**src/rtl/lpv_pkg.sv**
```systemverilog
// package: register map, field layout, reset values and timing for the lane pattern verifier
package lpv_pkg;
  localparam int NUM_LANES = 4;
  localparam int CNT_W = 12;
  localparam int LFSR_W = 31;
  localparam logic [7:0] OFF_SYNC_LOAD = 8'h0E;
  localparam logic [7:0] OFF_FAIL_SEARCH = 8'h0F;
  localparam logic [7:0] OFF_MODE_CFG = 8'h10;
  localparam logic [7:0] OFF_CP_LOW = 8'h11;
  localparam logic [7:0] OFF_CP_MID = 8'h12;
  localparam logic [7:0] OFF_CP_HIGH = 8'h13;
  localparam logic [7:0] OFF_RETAIN = 8'h14;
  localparam logic [7:0] OFF_TEST_CTRL = 8'h15;
  localparam logic [7:0] OFF_DP_CTRL = 8'h16;
  localparam logic [7:0] OFF_TEST_FLAGS = 8'h17;
  localparam logic [7:0] OFF_CNT_BASE = 8'h18;
  localparam logic [7:0] OFF_CNT_LAST = 8'h1F;
  localparam logic [7:0] OFF_TIMEOUT = 8'h21;
  localparam int POS_CP20 = 7;
  localparam int POS_ALIGN_DONE = 7;
  localparam int POS_CNT_CLEAR = 4;
  localparam int POS_FLAG_CLEAR = 3;
  localparam logic [2:0] RST_FIELD3 = 3'h0;
  localparam logic [3:0] RST_NIBBLE = 4'h0;
  localparam logic [7:0] RST_BYTE = 8'h00;
  localparam logic [2:0] RST_TIMEOUT = 3'h0;
  localparam logic [3:0] TIMING_PULSE_UI = 4'h8;
  localparam logic [15:0] LOCK_BASE_BITS = 16'h0010;
  localparam logic [4:0] CP_LAST_16 = 5'h0F;
  localparam logic [4:0] CP_LAST_20 = 5'h13;

  typedef enum logic [2:0] {
    PRBS7 = 3'h0, PRBS11 = 3'h1, PRBS23 = 3'h2, PRBS31 = 3'h3,
    PRBS15 = 3'h4, PRBS15B = 3'h5, PRBS20 = 3'h6, PRBS20B = 3'h7
  } lpv_len_t;

  typedef enum logic [2:0] {
    DPC_DISPARITY = 3'h0, DPC_FIFO_ERR = 3'h1, DPC_FIFO_OVF = 3'h2,
    DPC_FIFO_UDF = 3'h3, DPC_DESKEW = 3'h4
  } lpv_dpc_t;

  localparam logic [1:0] MODE_OFF = 2'h0;
  localparam logic [1:0] MODE_PRBS = 2'h1;
  localparam logic [1:0] MODE_CLOCK = 2'h2;
  localparam logic [1:0] MODE_CUSTOM = 2'h3;

  typedef struct packed {
    logic [2:0] timeout;
    logic [2:0] mode;
    logic [2:0] seq_len;
    logic custom_twenty;
    logic [19:0] pattern;
    logic [2:0] retain;
  } lpv_cfg_t;

  typedef struct packed {
    logic [3:0] disparity;
    logic [3:0] fifo_err;
    logic [3:0] fifo_ovf;
    logic [3:0] fifo_udf;
  } lpv_dp_t;
endpackage : lpv_pkg

```
**src/rtl/lpv_top.sv**
```systemverilog
// lane pattern verifier and bit-error counter, four receive lanes, byte-wide register port
`timescale 1ns/1ns
module lpv_top (
  input wire logic CLK_SYS,
  input wire logic RESET,
  input wire logic [7:0] REG_ADDR,
  input wire logic [7:0] REG_WDATA,
  input wire logic REG_WR,
  input wire logic REG_RD,
  output logic [7:0] REG_RDATA,
  output logic REG_RVALID,
  input wire logic [3:0] LANE_RX_BIT,
  input wire logic [3:0] LANE_RX_VALID,
  input wire lpv_pkg::lpv_dp_t DP_STATUS,
  input wire logic LANE_ALIGN_DONE,
  output logic [3:0] LANE_TIMING_PULSE
);

  localparam int NL = lpv_pkg::NUM_LANES;

  // last count of the sequence period, 2^n - 2, for a period of 2^n - 1 bits
  function automatic logic [30:0] seq_period(input logic [2:0] len);
    logic [30:0] p;
    p = 31'h0000007F;
    unique case (lpv_pkg::lpv_len_t'(len))
      lpv_pkg::PRBS7: p = 31'h0000007F;
      lpv_pkg::PRBS11: p = 31'h000007FF;
      lpv_pkg::PRBS23: p = 31'h007FFFFF;
      lpv_pkg::PRBS31: p = 31'h7FFFFFFF;
      lpv_pkg::PRBS15, lpv_pkg::PRBS15B: p = 31'h00007FFF;
      lpv_pkg::PRBS20, lpv_pkg::PRBS20B: p = 31'h000FFFFF;
    endcase
    return p - 31'h00000001;
  endfunction : seq_period

  // predicted next bit from the received history, bit 0 newest
  function automatic logic prbs_predict(input logic [30:0] s, input logic [2:0] len);
    logic b;
    b = 1'b0;
    unique case (lpv_pkg::lpv_len_t'(len))
      lpv_pkg::PRBS7: b = s[6] ^ s[5];
      lpv_pkg::PRBS11: b = s[10] ^ s[8];
      lpv_pkg::PRBS23: b = s[22] ^ s[17];
      lpv_pkg::PRBS31: b = s[30] ^ s[27];
      lpv_pkg::PRBS15, lpv_pkg::PRBS15B: b = s[14] ^ s[13];
      lpv_pkg::PRBS20, lpv_pkg::PRBS20B: b = s[19] ^ s[2];
    endcase
    return b;
  endfunction : prbs_predict

  function automatic logic [11:0] sat_inc(input logic [11:0] c);
    return (c == 12'hFFF) ? c : c + 12'h001;
  endfunction : sat_inc

  // software-facing registers
  logic [3:0] load_reg;
  logic [2:0] mode_reg;
  logic [2:0] len_reg;
  logic cp20_reg;
  logic [19:0] cp_reg;
  logic [2:0] retain_reg;
  logic [2:0] timeout_reg;
  logic cnt_clear_reg;
  logic cnt_clear_seen_reg;
  logic flag_clear_reg;
  logic [2:0] test_sel_reg;
  logic [3:0] dp_en_reg;
  logic [2:0] dp_sel_reg;
  logic align_done_reg;

  // per-lane state
  lpv_pkg::lpv_cfg_t cfg_reg [NL];
  logic [30:0] hist_reg [NL];
  logic [30:0] period_reg [NL];
  logic [3:0] pulse_cnt_reg [NL];
  logic [4:0] cp_idx_reg [NL];
  logic [15:0] good_reg [NL];
  logic [2:0] bad_run_reg [NL];
  logic [3:0] locked_reg;
  logic [3:0] fail_reg;
  logic [3:0] live_reg;
  logic [3:0] latched_reg;
  logic [11:0] cnt_reg [NL];

  lpv_pkg::lpv_cfg_t cur_cfg;
  logic [3:0] exp_bit;
  logic [3:0] checking;
  logic [3:0] bit_err;
  logic [3:0] live_next;
  logic dp_cond;
  logic dp_active;

  assign cur_cfg = '{timeout: timeout_reg, mode: mode_reg, seq_len: len_reg, custom_twenty: cp20_reg,
                     pattern: cp_reg, retain: retain_reg};
  assign dp_active = |dp_en_reg;

  logic wr_hit_test;
  assign wr_hit_test = REG_WR && (REG_ADDR == lpv_pkg::OFF_TEST_CTRL);

  // plain read/write fields
  always_ff @(posedge CLK_SYS) begin
    if (RESET) begin
      load_reg <= lpv_pkg::RST_NIBBLE;
      mode_reg <= lpv_pkg::RST_FIELD3;
      len_reg <= lpv_pkg::RST_FIELD3;
      cp20_reg <= 1'b0;
      cp_reg <= 20'h00000;
      retain_reg <= lpv_pkg::RST_FIELD3;
      timeout_reg <= lpv_pkg::RST_TIMEOUT;
      test_sel_reg <= lpv_pkg::RST_FIELD3;
      dp_en_reg <= lpv_pkg::RST_NIBBLE;
      dp_sel_reg <= lpv_pkg::RST_FIELD3;
    end else if (REG_WR) begin
      unique case (REG_ADDR)
        lpv_pkg::OFF_SYNC_LOAD: load_reg <= REG_WDATA[3:0];
        lpv_pkg::OFF_MODE_CFG: begin
          cp20_reg <= REG_WDATA[lpv_pkg::POS_CP20];
          len_reg <= REG_WDATA[5:3];
          mode_reg <= REG_WDATA[2:0];
        end
        lpv_pkg::OFF_CP_LOW: cp_reg[7:0] <= REG_WDATA;
        lpv_pkg::OFF_CP_MID: cp_reg[15:8] <= REG_WDATA;
        lpv_pkg::OFF_CP_HIGH: cp_reg[19:16] <= REG_WDATA[3:0];
        lpv_pkg::OFF_RETAIN: retain_reg <= REG_WDATA[2:0];
        lpv_pkg::OFF_TIMEOUT: timeout_reg <= REG_WDATA[2:0];
        lpv_pkg::OFF_TEST_CTRL: test_sel_reg <= REG_WDATA[2:0];
        lpv_pkg::OFF_DP_CTRL: begin
          dp_en_reg <= REG_WDATA[7:4];
          dp_sel_reg <= REG_WDATA[2:0];
        end
        default: ;
      endcase
    end
  end

  // clear bits: set by a write of one, drop back the cycle after acting
  always_ff @(posedge CLK_SYS) begin
    if (RESET) begin
      cnt_clear_reg <= 1'b0;
      cnt_clear_seen_reg <= 1'b0;
      flag_clear_reg <= 1'b0;
    end else begin
      cnt_clear_seen_reg <= cnt_clear_reg;
      cnt_clear_reg <= wr_hit_test && REG_WDATA[lpv_pkg::POS_CNT_CLEAR] && !cnt_clear_reg;
      flag_clear_reg <= wr_hit_test && REG_WDATA[lpv_pkg::POS_FLAG_CLEAR] && !flag_clear_reg;
    end
  end

  // alignment state from the deskew logic
  always_ff @(posedge CLK_SYS) begin
    if (RESET) begin
      align_done_reg <= 1'b0;
    end else begin
      align_done_reg <= LANE_ALIGN_DONE;
    end
  end

  // settings follow the registers only while the load bit is high
  always_ff @(posedge CLK_SYS) begin
    for (int n = 0; n < NL; n++) begin
      if (RESET) begin
        cfg_reg[n] <= '0;
      end else if (load_reg[n]) begin
        cfg_reg[n] <= cur_cfg;
      end
    end
  end

  // expected bit and error detection per lane
  always_comb begin
    for (int n = 0; n < NL; n++) begin
      exp_bit[n] = 1'b0;
      checking[n] = 1'b0;
      if (!cfg_reg[n].mode[2]) begin
        unique case (cfg_reg[n].mode[1:0])
          lpv_pkg::MODE_OFF: checking[n] = 1'b0;
          lpv_pkg::MODE_PRBS: begin
            checking[n] = 1'b1;
            exp_bit[n] = prbs_predict(hist_reg[n], cfg_reg[n].seq_len);
          end
          lpv_pkg::MODE_CLOCK: begin
            checking[n] = 1'b1;
            exp_bit[n] = ~hist_reg[n][0];
          end
          lpv_pkg::MODE_CUSTOM: begin
            checking[n] = 1'b1;
            // upper four bits only reachable in twenty-bit mode
            exp_bit[n] = cfg_reg[n].pattern[cp_idx_reg[n]];
          end
        endcase
      end
      bit_err[n] = checking[n] && LANE_RX_VALID[n] && (LANE_RX_BIT[n] != exp_bit[n]);
    end
  end

  // period counter and 8-bit-time timing pulse
  always_ff @(posedge CLK_SYS) begin
    for (int n = 0; n < NL; n++) begin
      if (RESET || cfg_reg[n].mode == 3'h0) begin
        period_reg[n] <= 31'h00000000;
        pulse_cnt_reg[n] <= 4'h0;
        LANE_TIMING_PULSE[n] <= 1'b0;
      end else if (LANE_RX_VALID[n]) begin
        if (period_reg[n] >= seq_period(cfg_reg[n].seq_len)) begin
          period_reg[n] <= 31'h00000000;
          pulse_cnt_reg[n] <= lpv_pkg::TIMING_PULSE_UI;
          LANE_TIMING_PULSE[n] <= 1'b1;
        end else begin
          period_reg[n] <= period_reg[n] + 31'h00000001;
          if (pulse_cnt_reg[n] > 4'h1) begin
            pulse_cnt_reg[n] <= pulse_cnt_reg[n] - 4'h1;
          end else begin
            pulse_cnt_reg[n] <= 4'h0;
            LANE_TIMING_PULSE[n] <= 1'b0;
          end
        end
      end
    end
  end

  // history shift and custom index; a miss during search slips the custom index one place
  always_ff @(posedge CLK_SYS) begin
    for (int n = 0; n < NL; n++) begin
      if (RESET) begin
        hist_reg[n] <= 31'h00000000;
        cp_idx_reg[n] <= 5'h00;
      end else if (LANE_RX_VALID[n]) begin
        hist_reg[n] <= {hist_reg[n][29:0], LANE_RX_BIT[n]};
        // index wraps at 16 or 20
        if (cp_idx_reg[n] >= (cfg_reg[n].custom_twenty ? lpv_pkg::CP_LAST_20 : lpv_pkg::CP_LAST_16)) begin
          cp_idx_reg[n] <= 5'h00;
        end else if (!(bit_err[n] && !locked_reg[n])) begin
          cp_idx_reg[n] <= cp_idx_reg[n] + 5'h01;
        end
      end
    end
  end

  // lock: 16<<timeout clean bits to lock, retain+1 errors in a row to lose it
  always_ff @(posedge CLK_SYS) begin
    for (int n = 0; n < NL; n++) begin
      if (RESET || !checking[n] || load_reg[n]) begin
        good_reg[n] <= 16'h0000;
        bad_run_reg[n] <= 3'h0;
        locked_reg[n] <= 1'b0;
      end else if (LANE_RX_VALID[n]) begin
        if (!locked_reg[n]) begin
          good_reg[n] <= bit_err[n] ? 16'h0000 : good_reg[n] + 16'h0001;
          if (!bit_err[n] && good_reg[n] + 16'h0001 >= (lpv_pkg::LOCK_BASE_BITS << cfg_reg[n].timeout)) begin
            locked_reg[n] <= 1'b1;
          end
        end else if (bit_err[n]) begin
          if (bad_run_reg[n] >= cfg_reg[n].retain) begin
            locked_reg[n] <= 1'b0;
            good_reg[n] <= 16'h0000;
            bad_run_reg[n] <= 3'h0;
          end else begin
            bad_run_reg[n] <= bad_run_reg[n] + 3'h1;
          end
        end else begin
          bad_run_reg[n] <= 3'h0;
        end
      end
    end
  end

  // mismatch flag is sticky until the lane is reloaded
  always_ff @(posedge CLK_SYS) begin
    for (int n = 0; n < NL; n++) begin
      if (RESET) begin
        fail_reg[n] <= 1'b0;
      end else if (bit_err[n] && locked_reg[n]) begin
        fail_reg[n] <= 1'b1;
      end else if (load_reg[n]) begin
        fail_reg[n] <= 1'b0;
      end
    end
  end

  // datapath condition, reserved codes report nothing
  always_comb begin
    dp_cond = 1'b0;
    case (dp_sel_reg)
      lpv_pkg::DPC_DISPARITY: dp_cond = |(DP_STATUS.disparity & dp_en_reg);
      lpv_pkg::DPC_FIFO_ERR: dp_cond = |(DP_STATUS.fifo_err & dp_en_reg);
      lpv_pkg::DPC_FIFO_OVF: dp_cond = |(DP_STATUS.fifo_ovf & dp_en_reg);
      lpv_pkg::DPC_FIFO_UDF: dp_cond = |(DP_STATUS.fifo_udf & dp_en_reg);
      lpv_pkg::DPC_DESKEW: dp_cond = align_done_reg;
      default: dp_cond = 1'b0;
    endcase
  end

  // source 0 mismatch events, 1 searching, 2 timing pulse, else quiet
  always_comb begin
    for (int n = 0; n < NL; n++) begin
      unique case (test_sel_reg)
        3'h0: live_next[n] = bit_err[n] && locked_reg[n];
        3'h1: live_next[n] = checking[n] && !locked_reg[n];
        3'h2: live_next[n] = LANE_TIMING_PULSE[n];
        default: live_next[n] = 1'b0;
      endcase
    end
    // datapath condition takes over lane 0
    if (dp_active) begin
      live_next[0] = dp_cond;
    end
  end

  // latched flags; a new event wins over a clear in the same cycle
  always_ff @(posedge CLK_SYS) begin
    if (RESET) begin
      live_reg <= 4'h0;
      latched_reg <= 4'h0;
    end else begin
      live_reg <= live_next;
      latched_reg <= (flag_clear_reg ? 4'h0 : latched_reg) | live_next;
    end
  end

  // saturating counters, cleared on the clear bit's rising edge
  always_ff @(posedge CLK_SYS) begin
    for (int n = 0; n < NL; n++) begin
      if (RESET || (cnt_clear_reg && !cnt_clear_seen_reg)) begin
        cnt_reg[n] <= 12'h000;
      end else if (dp_active) begin
        // pattern counts frozen, lane 0 counts datapath events
        if (n == 0 && dp_cond) begin
          cnt_reg[n] <= sat_inc(cnt_reg[n]);
        end
      end else if (bit_err[n] && locked_reg[n]) begin
        cnt_reg[n] <= sat_inc(cnt_reg[n]);
      end
    end
  end

  // registered read port, unmapped addresses read zero
  always_ff @(posedge CLK_SYS) begin
    if (RESET) begin
      REG_RDATA <= lpv_pkg::RST_BYTE;
      REG_RVALID <= 1'b0;
    end else begin
      REG_RVALID <= REG_RD;
      REG_RDATA <= lpv_pkg::RST_BYTE;
      if (REG_RD) begin
        case (REG_ADDR)
          lpv_pkg::OFF_SYNC_LOAD: REG_RDATA <= {LANE_TIMING_PULSE, load_reg};
          lpv_pkg::OFF_FAIL_SEARCH: REG_RDATA <= {fail_reg, checking & ~locked_reg};
          lpv_pkg::OFF_MODE_CFG: REG_RDATA <= {cp20_reg, 1'b0, len_reg, mode_reg};
          lpv_pkg::OFF_CP_LOW: REG_RDATA <= cp_reg[7:0];
          lpv_pkg::OFF_CP_MID: REG_RDATA <= cp_reg[15:8];
          lpv_pkg::OFF_CP_HIGH: REG_RDATA <= {4'h0, cp_reg[19:16]};
          lpv_pkg::OFF_RETAIN: REG_RDATA <= {5'h00, retain_reg};
          lpv_pkg::OFF_TIMEOUT: REG_RDATA <= {5'h00, timeout_reg};
          lpv_pkg::OFF_TEST_CTRL: REG_RDATA <= {align_done_reg, 2'h0, cnt_clear_reg, flag_clear_reg, test_sel_reg};
          lpv_pkg::OFF_DP_CTRL: REG_RDATA <= {dp_en_reg, 1'b0, dp_sel_reg};
          lpv_pkg::OFF_TEST_FLAGS: REG_RDATA <= {latched_reg, live_reg};
          default: begin
            if (REG_ADDR >= lpv_pkg::OFF_CNT_BASE && REG_ADDR <= lpv_pkg::OFF_CNT_LAST) begin
              REG_RDATA <= REG_ADDR[0] ? {4'h0, cnt_reg[REG_ADDR[2:1]][11:8]} : cnt_reg[REG_ADDR[2:1]][7:0];
            end
          end
        endcase
      end
    end
  end

endmodule : lpv_top

```
**config.mk**
```make
export PLATFORM = sky130hd
export DESIGN_NAME = lpv_top
export DESIGN_NICKNAME = d
export VERILOG_FILES = /design/src/rtl/lpv_pkg.sv /design/src/rtl/lpv_top.sv
export SDC_FILE = /design/constraint.sdc
export NUM_CORES = 1
export LEC_CHECK = 0
export ABC_AREA = 1
export BUFFER_PORTS_ARGS = -buffer_cell sky130_fd_sc_hd__buf_4
export CAP_MARGIN = 10
export CORE_MARGIN = 8
export CORE_UTILIZATION = 43
export CTS_BUF_LIST = sky130_fd_sc_hd__clkbuf_16
export DETAILED_ROUTE_END_ITERATION = 12
export PLACE_DENSITY = 0.71
export SYNTH_ARGS = -nofsm -noshare
export SYNTH_HDL_FRONTEND = slang
export SYNTH_SLANG_ARGS = --single-unit
```
**constraint.sdc**
```tcl
create_clock -name CLK_SYS -period 3.11 [get_ports CLK_SYS]
set_input_delay 0 -clock CLK_SYS [delete_from_list [all_inputs] [get_ports CLK_SYS]]
set_output_delay 0 -clock CLK_SYS [all_outputs]
set_load 0.02 [all_outputs]
```
Word level (Yosys, flattened, before mapping) --
Memories as Yosys holds them, arrays and structs flattened. Index checks and enable logic that the tools add are counted.
Operators by class: add/sub/neg operators 28, $mul 0, divide/modulo/power cells 0, order comparisons 26, equal/unequal tests 69, shifts and indexed selects 4, muxes and demuxes 403, bitwise gates (word level) 97, reductions and logical operators 108
Operators with widths (count):
- 31-bit 2-to-1 mux | 20
- 1-bit 2-to-1 mux | 297
- 16-bit 2-to-1 mux | 12
- 33-bit 2-to-1 mux | 4
- 31-bit by 1-bit adder with 31-bit output (second input constant) | 4
- 31-bit greater-or-equal comparator | 4
- 31-bit by 1-bit subtractor with 31-bit output (second input constant) | 4
- 12-bit 2-to-1 mux | 9
- 8-bit case mux with 11 select lines | 1
- 16-bit by 1-bit adder with 16-bit output (second input constant) | 4
- 8-bit by 5-bit equality test with 1-bit output (second input constant) | 8
- 16-bit greater-or-equal comparator | 4
- 5-bit by 3-bit left shift with 16-bit output (first input constant) | 4
- 1-bit OR | 61
- 5-bit 2-to-1 mux | 12
- 4-bit 2-to-1 mux | 13
- 3-bit equality test (second input constant) | 17
- 12-bit by 1-bit adder with 12-bit output (second input constant) | 4
- 12-bit equality test (second input constant) | 4
- 3-bit 2-to-1 mux | 12
- 3-bit by 2-bit equality test with 1-bit output (second input constant) | 11
- 1-bit logical AND | 31
- 3-bit zero test | 10
- 2-bit AND reduction | 13
- other kinds (34) | 172
Word-level totals: register bits 80, bits in latches 0, memory bits (writable) 540, memory bits (read-only) 768, input port bits 45, output and inout bits 13, logic and storage cells 779, memories 12
Memory list:
- (name not given) | depth 8, width 24, rd ports 1, clocked after Yosys merged registers in 0, wr ports 0, RTL line lpv_top.sv:25 | unique case (lpv_pkg::lpv_len_t'(len))
- (name not given) | depth 8, width 24, rd ports 1, clocked after Yosys merged registers in 0, wr ports 0, RTL line lpv_top.sv:25
- (name not given) | depth 8, width 24, rd ports 1, clocked after Yosys merged registers in 0, wr ports 0, RTL line lpv_top.sv:25
- (name not given) | depth 8, width 24, rd ports 1, clocked after Yosys merged registers in 0, wr ports 0, RTL line lpv_top.sv:25
- cfg_reg | depth 4, width 33, rd ports 4, clocked after Yosys merged registers in 0, wr ports 4, RTL line lpv_top.sv:72 | lpv_pkg::lpv_cfg_t cfg_reg [NL];
- hist_reg | depth 4, width 31, rd ports 4, clocked after Yosys merged registers in 0, wr ports 4, RTL line lpv_top.sv:73 | logic [30:0] hist_reg [NL];
- 6 more memories

Logic depth before layout (Yosys ltp) --
Gate-level depths: netlist of the first run. An unclocked memory read counts as a cell.
word-level depth 16, gate-level depth with buffers 19, mapped depth without buffers 19

Worst setup path before layout of the first run --
Ideal clock, no wire load.
path kind flip-flop to flip-flop, start point mem cfg_reg[3][25] (netlist name), end point mem cnt_reg[3][0] (enable), library setup time 0.398 ns, data arrival time 2.612 ns, required time 2.712 ns, path slack 0.101 ns, cell stages (with the launch flop) 12, buffers on the path 0, period minus slack after synthesis 3.009 ns, cells stage by stage edfxtp_1 nor2_1 inv_1 nor2_1 a31oi_1 o31ai_1 nand3_1 nand2_1 nand2_1 nor2_2 nand2_1 o21ai_0
RTL lines:
- start: declaration | RTL line lpv_top.sv:72
- end: declaration | RTL line lpv_top.sv:83 | logic [11:0] cnt_reg [NL];

==> results of run 1 <==
[power breakdown]
part           internal, mW  leakage, nW  switching, mW
Clock                  4.58         1.12           3.41
Combinational         0.655         7.71           1.09
Sequential             9.45         6.57          0.360
[stage by stage]
stage | setup WS, ps | util (%)
floorplan | 101 | -
global placement | 309 | 45.7
detailed placement | 208 | 45.7
CTS | 202 | 48.8
global route | 35.3 | 49.0
finish | 193 | 49.0
[cell usage in the layout (no fill, tap or decap), drive strengths merged, types with 3 or more instances in the layout]
cell         count
nor2           747
edfxtp         540
nand4           79
o31ai            3
nand3          202
and3             3
xnor2           55
xor2            80
a41oi            3
o221ai           3
o2111ai          4
a22oi            4
nand2          498
a21oi          191
o21ai          175
a211oi          19
o22ai           19
nor3           105
inv            612
dfxtp           80
clkinv          36
nand3b           3
dlygate4sd3     28
nor3b           34
clkinvlp         4
bufinv           5
o211ai          15
a31oi           13
ha             188
a21o             6
buf            121
clkbuf          71
a221oi          12
nor4            34
or2             24
[worst max path at each step]
| stage | startpoint | endpoint | slack [ps] | cells after the start |
|---|---|---|---|---|
| floorplan | cfg_reg[3][25]$_SDFFCE_PN0P_ | cnt_reg[3][0]$_SDFFCE_PN0P_ | 100 | 11 |
| global placement | cfg_reg[1][25]$_SDFFCE_PN0P_ | cnt_reg[1][4]$_SDFFCE_PN0P_ | 310 | 10 |
| detailed placement | good_reg[0][0]$_SDFFCE_PP0P_ | locked_reg[0]$_SDFFE_PP0P_ | 210 | 14 |
| CTS | good_reg[0][0]$_SDFFCE_PP0P_ | locked_reg[0]$_SDFFE_PP0P_ | 200 | 14 |
| global route | cfg_reg[2][25]$_SDFFCE_PN0P_ | period_reg[2][21]$_SDFFCE_PN0P_ | 40 | 16 |
| finish | cp_idx_reg[3][0]$_SDFFCE_PN0P_ | cnt_reg[3][2]$_SDFFCE_PN0P_ | 190 | 16 |
[final cells by class]
| cell class | count | area [um2] |
|---|---|---|
| clock inverter | 56 | 418 |
| tap | 1050 | 1310 |
| multi-input combinational | 2533 | 13800 |
| sequential | 620 | 17800 |
| inverter | 601 | 2260 |
| timing repair buffer | 149 | 1210 |
| clock buffer | 71 | 1780 |
| fill | 7249 | 40300 |
[worst min-delay path: stages]
cell	delay (ps)
sky130_fd_sc_hd__buf_4	120
sky130_fd_sc_hd__inv_1	110
sky130_fd_sc_hd__nor2_1	100
sky130_fd_sc_hd__nand3_1	120
sky130_fd_sc_hd__a41oi_1	160
[cell families after synthesis]
logic type | share of synthesized area, %
and+or+nand+nor | 22.2
buffers and inverters | 7.51
DFF | 52.2
AOI/OAI and AO/OA | 7.78
adders and majority gates | 6.89
xor gates and xnor gates | 3.46
muxes | 0.0293
[layer usage]
| metal | global-route usage (%) | vias to the layer above |
|---|---|---|
| met2 | 28.3 | 699 |
| met3 | 3.16 | 138 |
| met1 | 22.1 | 12163 |
| met4 | 4.77 | 0 |
| li1 | - | 13145 |
| met5 | 0 | - |
[what timing repair did]
action / 4_1_cts / 5_1_grt
gates resized for setup: 0 / 11
setup endpoints to repair: 0 / 55
setup buffers: 0 / 9
hold buffers: 28 / 0
hold endpoints to repair: 105 / 0
==> results.cfg, run 1 <==
[die]
ios = 58
core_area_um2 = 78900
die_area_um2 = 88700
start_util_pct = 43.3
floorplan.die.height_um = 298
chipWidth_um = 298
rows = 103

[setup_path]
worst_r2r_endpoint = cnt_reg[3][2]$_SDFFCE_PN0P_
setup.worst_path.end_class = flip-flop
crit_buf_inv = 3
setup.worst_path.start_class = flip-flop
worst_path_dominant_cell_family = simple AND/OR/NAND/NOR gates
cp_slowest_stage_delay_ps = 550
worst-setup-path-type = reg2reg
worst-endpoint-arrival_ps = 3220
setup.reg_to_reg.worst_slack_ps = 190
crit_required_ps = 3410
r2r-start = cp_idx_reg[3][0]$_SDFFCE_PN0P_
path_max_fanout = 12
crit_path_frequent_cell = sky130_fd_sc_hd__nand2_1
worst-r2r-cell-count = 16
worst_path_max_delay_cell = sky130_fd_sc_hd__edfxtp_1
critical_path_cell_by_cell = buf_4 -> buf_4 -> nor2_1 -> o21ai_0 -> nand2_1 -> nand4_1 -> nand2_1 -> nand2_1 -> nand2_1 -> nand3_1 -> nand2_1 -> nand2_1 -> nor2_2 -> nand2_1 -> o21ai_0 -> buf_4

[drt]
dr.pass1.iters = 5
highest-signal-layer = met4
dr_wl_met3_um = 5050
wire_per_inst_um = 15.1
detailroute.via_count = 26145
drt-total-wl_um = 76900
dr.first_iter.drc_count = 1962
routedLengthMet1_um = 34200
wl_met2_um = 35800
route.detailed.drc = 0
final_antenna_violating_net_count = 0
avgViaCountPerCell = 5.15

[yosys]
post_synth_inst_count = 3829
yosys.area.top_type_share_pct = 47.5
post_synth_instance_area_um2 = 34100
yosysUniqueCellTypes = 57
ys_seq_area_share_pct = 52.2
synth.avg_cell_area_um2 = 8.92
synth.yosys.warnings = 0
synth_edf_count = 540
postSynth.topFlopCell = sky130_fd_sc_hd__edfxtp_1
synth_area_leaders = sky130_fd_sc_hd__edfxtp_1 47%, sky130_fd_sc_hd__nor2_1 8.1%, sky130_fd_sc_hd__ha_1 6.9%
synth_most_common_cell = sky130_fd_sc_hd__nor2_1
synth.net_count = 4062
ys_async_sr_fraction_pct = 0
yosys.area.top_type = sky130_fd_sc_hd__edfxtp_1
synth_seq_cells = 620
synth_top_cells_by_count = 733 x sky130_fd_sc_hd__nor2_1, 593 x sky130_fd_sc_hd__inv_1, 540 x sky130_fd_sc_hd__edfxtp_1

[global_routing]
gr-usage-all-layers_pct = 16.8
grt.overflow.total = 0
grt_antenna_before_repair = 0
first_pass_grt_wire_length_um = 125000
via_count_of_the_first_global_routing_pass = 25174
grt_start_max_net_pins = 40

[sta]
worstMarginPinSlew_ps = 1130
whs_ps = 61.4
layout_min_cycle_time_ps = 2920
rsz0062_at_grt = no
finalClockSkew_ps = 30.7
timing_hold_violations_final = 0
timing.final.setup_violations = 0
report.final.slew_viol_count = 0
clock.fmax_mhz = 343
final_min_period_over_clock_period_pct = 93.8
relSlewSlack_pct = 24.7
setup_tns_ps = 0

[pwr]
worst_ir_drop_on_vdd_uv = 475
power.density_nw_per_um2 = 506
leakagePower_nw = 15.4
report.power.total_mw = 19.6

[placement]
hpwlAfterDp_um = 54100
postPlaceCellArea_um2 = 36000
place_congestion = 0.933
place_inst = 4916
placement.io_buffers = 57

[cells_and_area]
layout-drive-gt1-share_pct = 7.62
antenna_cells_inserted = 0
design_area_um2 = 38600
area_growth_pct = 13.1
finish.net_count = 4207
largest_register_ffs = 132
final_cell_count_without_fillers = 5080

[cts]
clk_latency_ps = 610
cts_inserted_buffers = 69
htree_levels = 3
clk_slew_on_worst_s_h_paths_ps = 70
tritoncts = done
cts_num_sinks = 620
ctsLongestPathBuffers = 3
clock-root-buffer = sky130_fd_sc_hd__clkbuf_16

[outcome]
status = complete, no violations

[min_path]
hold-path-endpoint = REG_RDATA[2]$_SDFF_PP0_
worstHoldStart = REG_ADDR[3]
hold_path.class = in2reg
hold-path-cell-count = 5

[flow_run]
max_cap_viol_count = 0
Note: power is estimated with default switching activity, not from simulation.
==> run 2, diff against run 1 <==
Settings changed: RECOVER_POWER set to 25.
==> run 2 against run 1 <==
Effect of this change:
- the flow now finishes with violations (max-capacitance violations, max-slew violations)
- cell count did not move
- fmax is 1.4% lower
- first-iteration DRC count shrank 4.0%
- utilization shrank 0.11 points
- via count about the same
- worst hold slack worse by 3.6 ps
- sequential power is essentially flat
- highest routed layer unchanged
- wire length barely moved
==> results.cfg, run 2 (synthesis gave the netlist of run 1 again) <==
[outcome]
status = finished, violations left
failing_checks = max-capacitance violations, max-slew violations

[cells_and_area]
finish.net_count = 4207
final_cell_mix = 729 x sky130_fd_sc_hd__nor2_1, 600 x sky130_fd_sc_hd__inv_1, 540 x sky130_fd_sc_hd__edfxtp_1, 494 x sky130_fd_sc_hd__nand2_1, 193 x sky130_fd_sc_hd__nand3_1
area_growth_pct = 12.8
largest_register_ffs = 132
layout.cells.most_common = sky130_fd_sc_hd__nor2_1
final_cell_count_without_fillers = 5080
layout-drive-gt1-share_pct = 7.07
antenna_cells_inserted = 0

[cts]
clk_latency_ps = 610
ctsLongestPathBuffers = 3
cts_num_sinks = 620
tritoncts = done
cts_inserted_buffers = 69
clk_slew_on_worst_s_h_paths_ps = 60
htree_levels = 3
clock-root-buffer = sky130_fd_sc_hd__clkbuf_16

[setup_path]
crit_required_ps = 3650
path_max_fanout = 18
r2r-start = cp_idx_reg[3][0]$_SDFFCE_PN0P_
cp-startpoint = RESET
cp_slowest_stage_delay_ps = 670
setup.worst_path.end_class = flip-flop
setup.worst_path.start_class = input port
worst-setup-path-type = in2reg
worst-endpoint-arrival_ps = 3500
critical_path_cell_by_cell = dlygate4sd3_1 -> buf_4 -> inv_1 -> clkbuf_1 -> clkbuf_1 -> o21ai_0 -> a21oi_1 -> dlygate4sd3_1
worst_path_max_delay_cell = sky130_fd_sc_hd__clkbuf_1

[drt]
dr.pass1.iters = 6
dr.first_iter.drc_count = 1883
avgViaCountPerCell = 5.15
route.detailed.drc = 0
final_antenna_violating_net_count = 0
detailroute.via_count = 26161
wire_per_inst_um = 15.1
drt-total-wl_um = 76900

[min_path]
worstHoldStart = REG_ADDR[3]
hold_path.class = in2reg

[pwr]
worst_ir_drop_on_vdd_uv = 475
leakagePower_nw = 15.3
power.density_nw_per_um2 = 507

[sta]
clock.fmax_mhz = 338
report.final.slew_viol_count = 187
rsz0062_at_grt = no
layout_min_cycle_time_ps = 2960
timing.final.setup_violations = 0
relSlewSlack_pct = -24.4
setup_tns_ps = 0
worstMarginPinSlew_ps = 1870
timing_hold_violations_final = 0
final_min_period_over_clock_period_pct = 95.1
finalClockSkew_ps = 29.7

[die]
ios = 58
start_util_pct = 43.3
die_area_um2 = 88700
floorplan.die.height_um = 298
core_area_um2 = 78900
chipWidth_um = 298
rows = 103

[global_routing]
grt_start_max_net_pins = 40
grt_antenna_before_repair = 0
gr-usage-all-layers_pct = 16.8
grt.overflow.total = 0
first_pass_grt_wire_length_um = 125000
via_count_of_the_first_global_routing_pass = 25174

[placement]
place_congestion = 0.933
placement.io_buffers = 57
place_inst = 4916
hpwlAfterDp_um = 54100

[flow_run]
max_cap_viol_count = 6
[run 2: changes by cell type in the layout (fill, tap and decap cells not counted)]
cell                       delta
sky130_fd_sc_hd__inv_2        -1
sky130_fd_sc_hd__buf_4       -24
sky130_fd_sc_hd__clkbuf_2     +3
sky130_fd_sc_hd__clkbuf_1    +21
sky130_fd_sc_hd__inv_1        +1
[run 2: report_power, final]
| group | internal, mW | switching (mW) | leakage [nW] |
|---|---|---|---|
| combinational | 0.646 | 1.09 | 7.62 |
| sequential | 9.46 | 0.360 | 6.57 |
| clock | 4.58 | 3.40 | 1.12 |
| total | 14.7 | 4.86 | 15.3 |
[run 2: worst max-delay path, delay by kind of cell]
family                 cells  cell delay [ps]
AOI/OAI and AO/OA          2              360
buffers and inverters      6             3120
[run 2: metal layers]
layer / track usage (%) / up-vias / wire, um
met3: 3.16 / 146 / 5040
met5: 0 / - / 0
li1: - / 13143 / -
met4: 4.77 / 0 / 2000
met1: 22.1 / 12165 / 34000
met2: 28.3 / 707 / 35800
[run 2: metrics by stage]
step | total power [mW] | hold WS (ps) | setup WS, ps | util [%] | instance area (um2)
2_1_floorplan | 11.1 | 107 | 101 | - | 34100
6_report | 19.5 | 57.8 | 151 | 48.8 | 38500
5_1_grt | 20.3 | 68.2 | 35.3 | 48.8 | 38500
4_1_cts | 19.7 | 17.3 | 202 | 48.8 | 38500
3_3_place_gp | 11.6 | 205 | 309 | 45.7 | 36000
3_5_place_dp | 11.7 | 211 | 208 | 45.7 | 36000
[run 2: cell type report]
type,count,area (um2)
Fill cell,7270,40300
Sequential cell,620,17800
Multi-Input combinational cell,2533,13800
Inverter,601,2260
Clock buffer,71,1780
Tap cell,1050,1310
Timing Repair Buffer,149,1130
Clock inverter,56,418
[run 2: path summary, 6_finish.rpt]
check | to | depth (start not counted) | slack (ps)
max | dp_en_reg[2]$_SDFFE_PP0P_ | 8 | 150
min | REG_RDATA[2]$_SDFF_PP0_ | 5 | 60
max reg2reg | cnt_reg[3][1]$_SDFFCE_PN0P_ | 16 | 200
min reg2reg | latched_reg[2]$_SDFF_PP0_ | 2 | 460
[run 2: what timing repair did]
item	in CTS	in global routing
hold buffers	28	0
endpoints found under the hold margin	105	0
gates resized for setup	0	11
endpoints found under the setup margin	0	55
buffers inserted	0	9
==> run 3, diff against run 2 <==
Settings changed: CTS_BUF_LIST sky130_fd_sc_hd__clkbuf_16 to not set.
==> run 3 against run 2 <==
Effect of this change:
- global-route usage about the same
- largest power group unchanged
- power rose by 0.68%
- the run still ends with max-capacitance violations, max-slew violations left
- cell count stayed put
- worst hold slack lost 2.6 ps
- via count grew 0.33%
- critical path type unchanged
- largest cell class unchanged
- highest routed layer unchanged
==> results.cfg, run 3 (synthesis gave the netlist of run 1 again) <==
[outcome]
status = finished, violations left
failing_checks = max-capacitance violations, max-slew violations

[global_routing]
via_count_of_the_first_global_routing_pass = 25188
first_pass_grt_wire_length_um = 126000
grt_antenna_before_repair = 0
grt_start_max_net_pins = 40
grt.overflow.total = 0
gr-usage-all-layers_pct = 16.8

[placement]
hpwlAfterDp_um = 54100
place_congestion = 0.933
placement.io_buffers = 57
placement.setup.worst_slack_ps = 208
place_inst = 4916
postPlaceCellArea_um2 = 36000

[cts]
clk_slew_on_worst_s_h_paths_ps = 70
htree_levels = 3
clock-root-buffer = sky130_fd_sc_hd__clkbuf_16
tritoncts = done
ctsLongestPathBuffers = 3
clk_latency_ps = 610
cts_num_sinks = 620
cts_inserted_buffers = 69

[sta]
relSlewSlack_pct = -26.3
rsz0062_at_grt = no
worstMarginPinSlew_ps = 1890
clock.fmax_mhz = 338
layout_min_cycle_time_ps = 2960
whs_ps = 55.2
report.final.slew_viol_count = 187
timing.final.setup_violations = 0
final_min_period_over_clock_period_pct = 95.1
timing.final.ws_setup_ps = 151
timing_hold_violations_final = 0
finalClockSkew_ps = 30.0
setup_tns_ps = 0

[flow_run]
max_cap_viol_count = 6

[cells_and_area]
antenna_cells_inserted = 0
final_cell_count_without_fillers = 5080
largest_register_ffs = 132
design_area_um2 = 38600
layout.cells.most_common = sky130_fd_sc_hd__nor2_1
final_cell_mix = 729 x sky130_fd_sc_hd__nor2_1, 592 x sky130_fd_sc_hd__inv_1, 540 x sky130_fd_sc_hd__edfxtp_1, 494 x sky130_fd_sc_hd__nand2_1, 193 x sky130_fd_sc_hd__nand3_1
final_core_util_pct = 48.9
area_growth_pct = 12.9
finish.net_count = 4207
layout-drive-gt1-share_pct = 7.12

[die]
die_area_um2 = 88700
floorplan.die.height_um = 298
core_area_um2 = 78900
chipWidth_um = 298
start_util_pct = 43.3
rows = 103
ios = 58

[drt]
route.detailed.drc = 0
final_antenna_violating_net_count = 0
wire_per_inst_um = 15.2
dr.pass1.iters = 7
detailroute.via_count = 26248
avgViaCountPerCell = 5.17
drt-total-wl_um = 77000
dr.first_iter.drc_count = 1923

[min_path]
worstHoldStart = REG_ADDR[3]
hold_path.class = in2reg
hold-path-cell-count = 5
hold-path-endpoint = REG_RDATA[2]$_SDFF_PP0_

[setup_path]
worst-endpoint-arrival_ps = 3500
cp_slowest_stage_delay_ps = 670
setup.reg_to_reg.worst_slack_ps = 200
setup.worst_path.start_class = input port
worst_path_max_delay_cell = sky130_fd_sc_hd__clkbuf_1
path_max_fanout = 18
worst-setup-path-type = in2reg
worst-r2r-cell-count = 16
r2r-start = cp_idx_reg[3][0]$_SDFFCE_PN0P_
worst_r2r_endpoint = cnt_reg[3][3]$_SDFFCE_PN0P_
setup.worst_path.end_class = flip-flop
critical_path_cell_by_cell = dlygate4sd3_1 -> buf_4 -> inv_1 -> clkbuf_1 -> clkbuf_1 -> o21ai_0 -> a21oi_1 -> dlygate4sd3_1
crit_required_ps = 3650

[pwr]
leakagePower_nw = 15.3
worst_ir_drop_on_vdd_uv = 475
report.power.total_mw = 19.7
power.density_nw_per_um2 = 510
[run 3: cell types whose count changed in the layout (fill, tap and decap cells not counted)]
| cell | change |
|---|---|
| sky130_fd_sc_hd__inv_1 | -8 |
| sky130_fd_sc_hd__clkinv_1 | -2 |
| sky130_fd_sc_hd__clkbuf_1 | +8 |
| sky130_fd_sc_hd__inv_2 | -2 |
| sky130_fd_sc_hd__clkbuf_8 | +4 |
[run 3: layout make-up]
class | instances | area, um2
fillers | 7270 | 40300
clock buffers | 83 | 1860
repair buffers | 149 | 1130
multi-input cells | 2533 | 13800
clock inverters | 44 | 373
inverters | 601 | 2260
well taps | 1050 | 1310
flip-flops and latches | 620 | 17800
[run 3: routing by layer]
layer	vias up	GRT usage [%]	wire length [um]
met1	12231	22.1	34200
met4	0	4.77	1950
met2	732	28.3	36000
li1	13141	-	-
met3	144	3.16	4860
met5	-	0	0
[run 3: what timing repair did]
item	in CTS	in global routing
hold buffers	28	0
setup buffers	0	9
hold endpoints to repair	105	0
setup endpoints to repair	0	55
resized for setup	0	11
[run 3: worst max-delay path by stage]
stage / from / endpoint
2_1_floorplan: cfg_reg[3][25]$_SDFFCE_PN0P_ / cnt_reg[3][0]$_SDFFCE_PN0P_
3_3_place_gp: cfg_reg[1][25]$_SDFFCE_PN0P_ / cnt_reg[1][4]$_SDFFCE_PN0P_
3_5_place_dp: good_reg[0][0]$_SDFFCE_PP0P_ / locked_reg[0]$_SDFFE_PP0P_
4_1_cts: good_reg[0][0]$_SDFFCE_PP0P_ / locked_reg[0]$_SDFFE_PP0P_
5_1_grt: cfg_reg[2][25]$_SDFFCE_PN0P_ / period_reg[2][21]$_SDFFCE_PN0P_
6_report: RESET / dp_en_reg[2]$_SDFFE_PP0P_
[run 3: power by group]
part | internal, mW | total (mW) | switching [mW] | leakage (nW)
registers | 9.46 | 9.82 | 0.360 | 6.57
logic | 0.646 | 1.74 | 1.10 | 7.62
clock network | 4.71 | 8.12 | 3.41 | 1.11
total | 14.8 | 19.7 | 4.86 | 15.3
[run 3: critical path: cells and delay by family]
family	cells	cell delay [ps]
buffers and inverters	6	3120
AOI/OAI and AO/OA	2	360
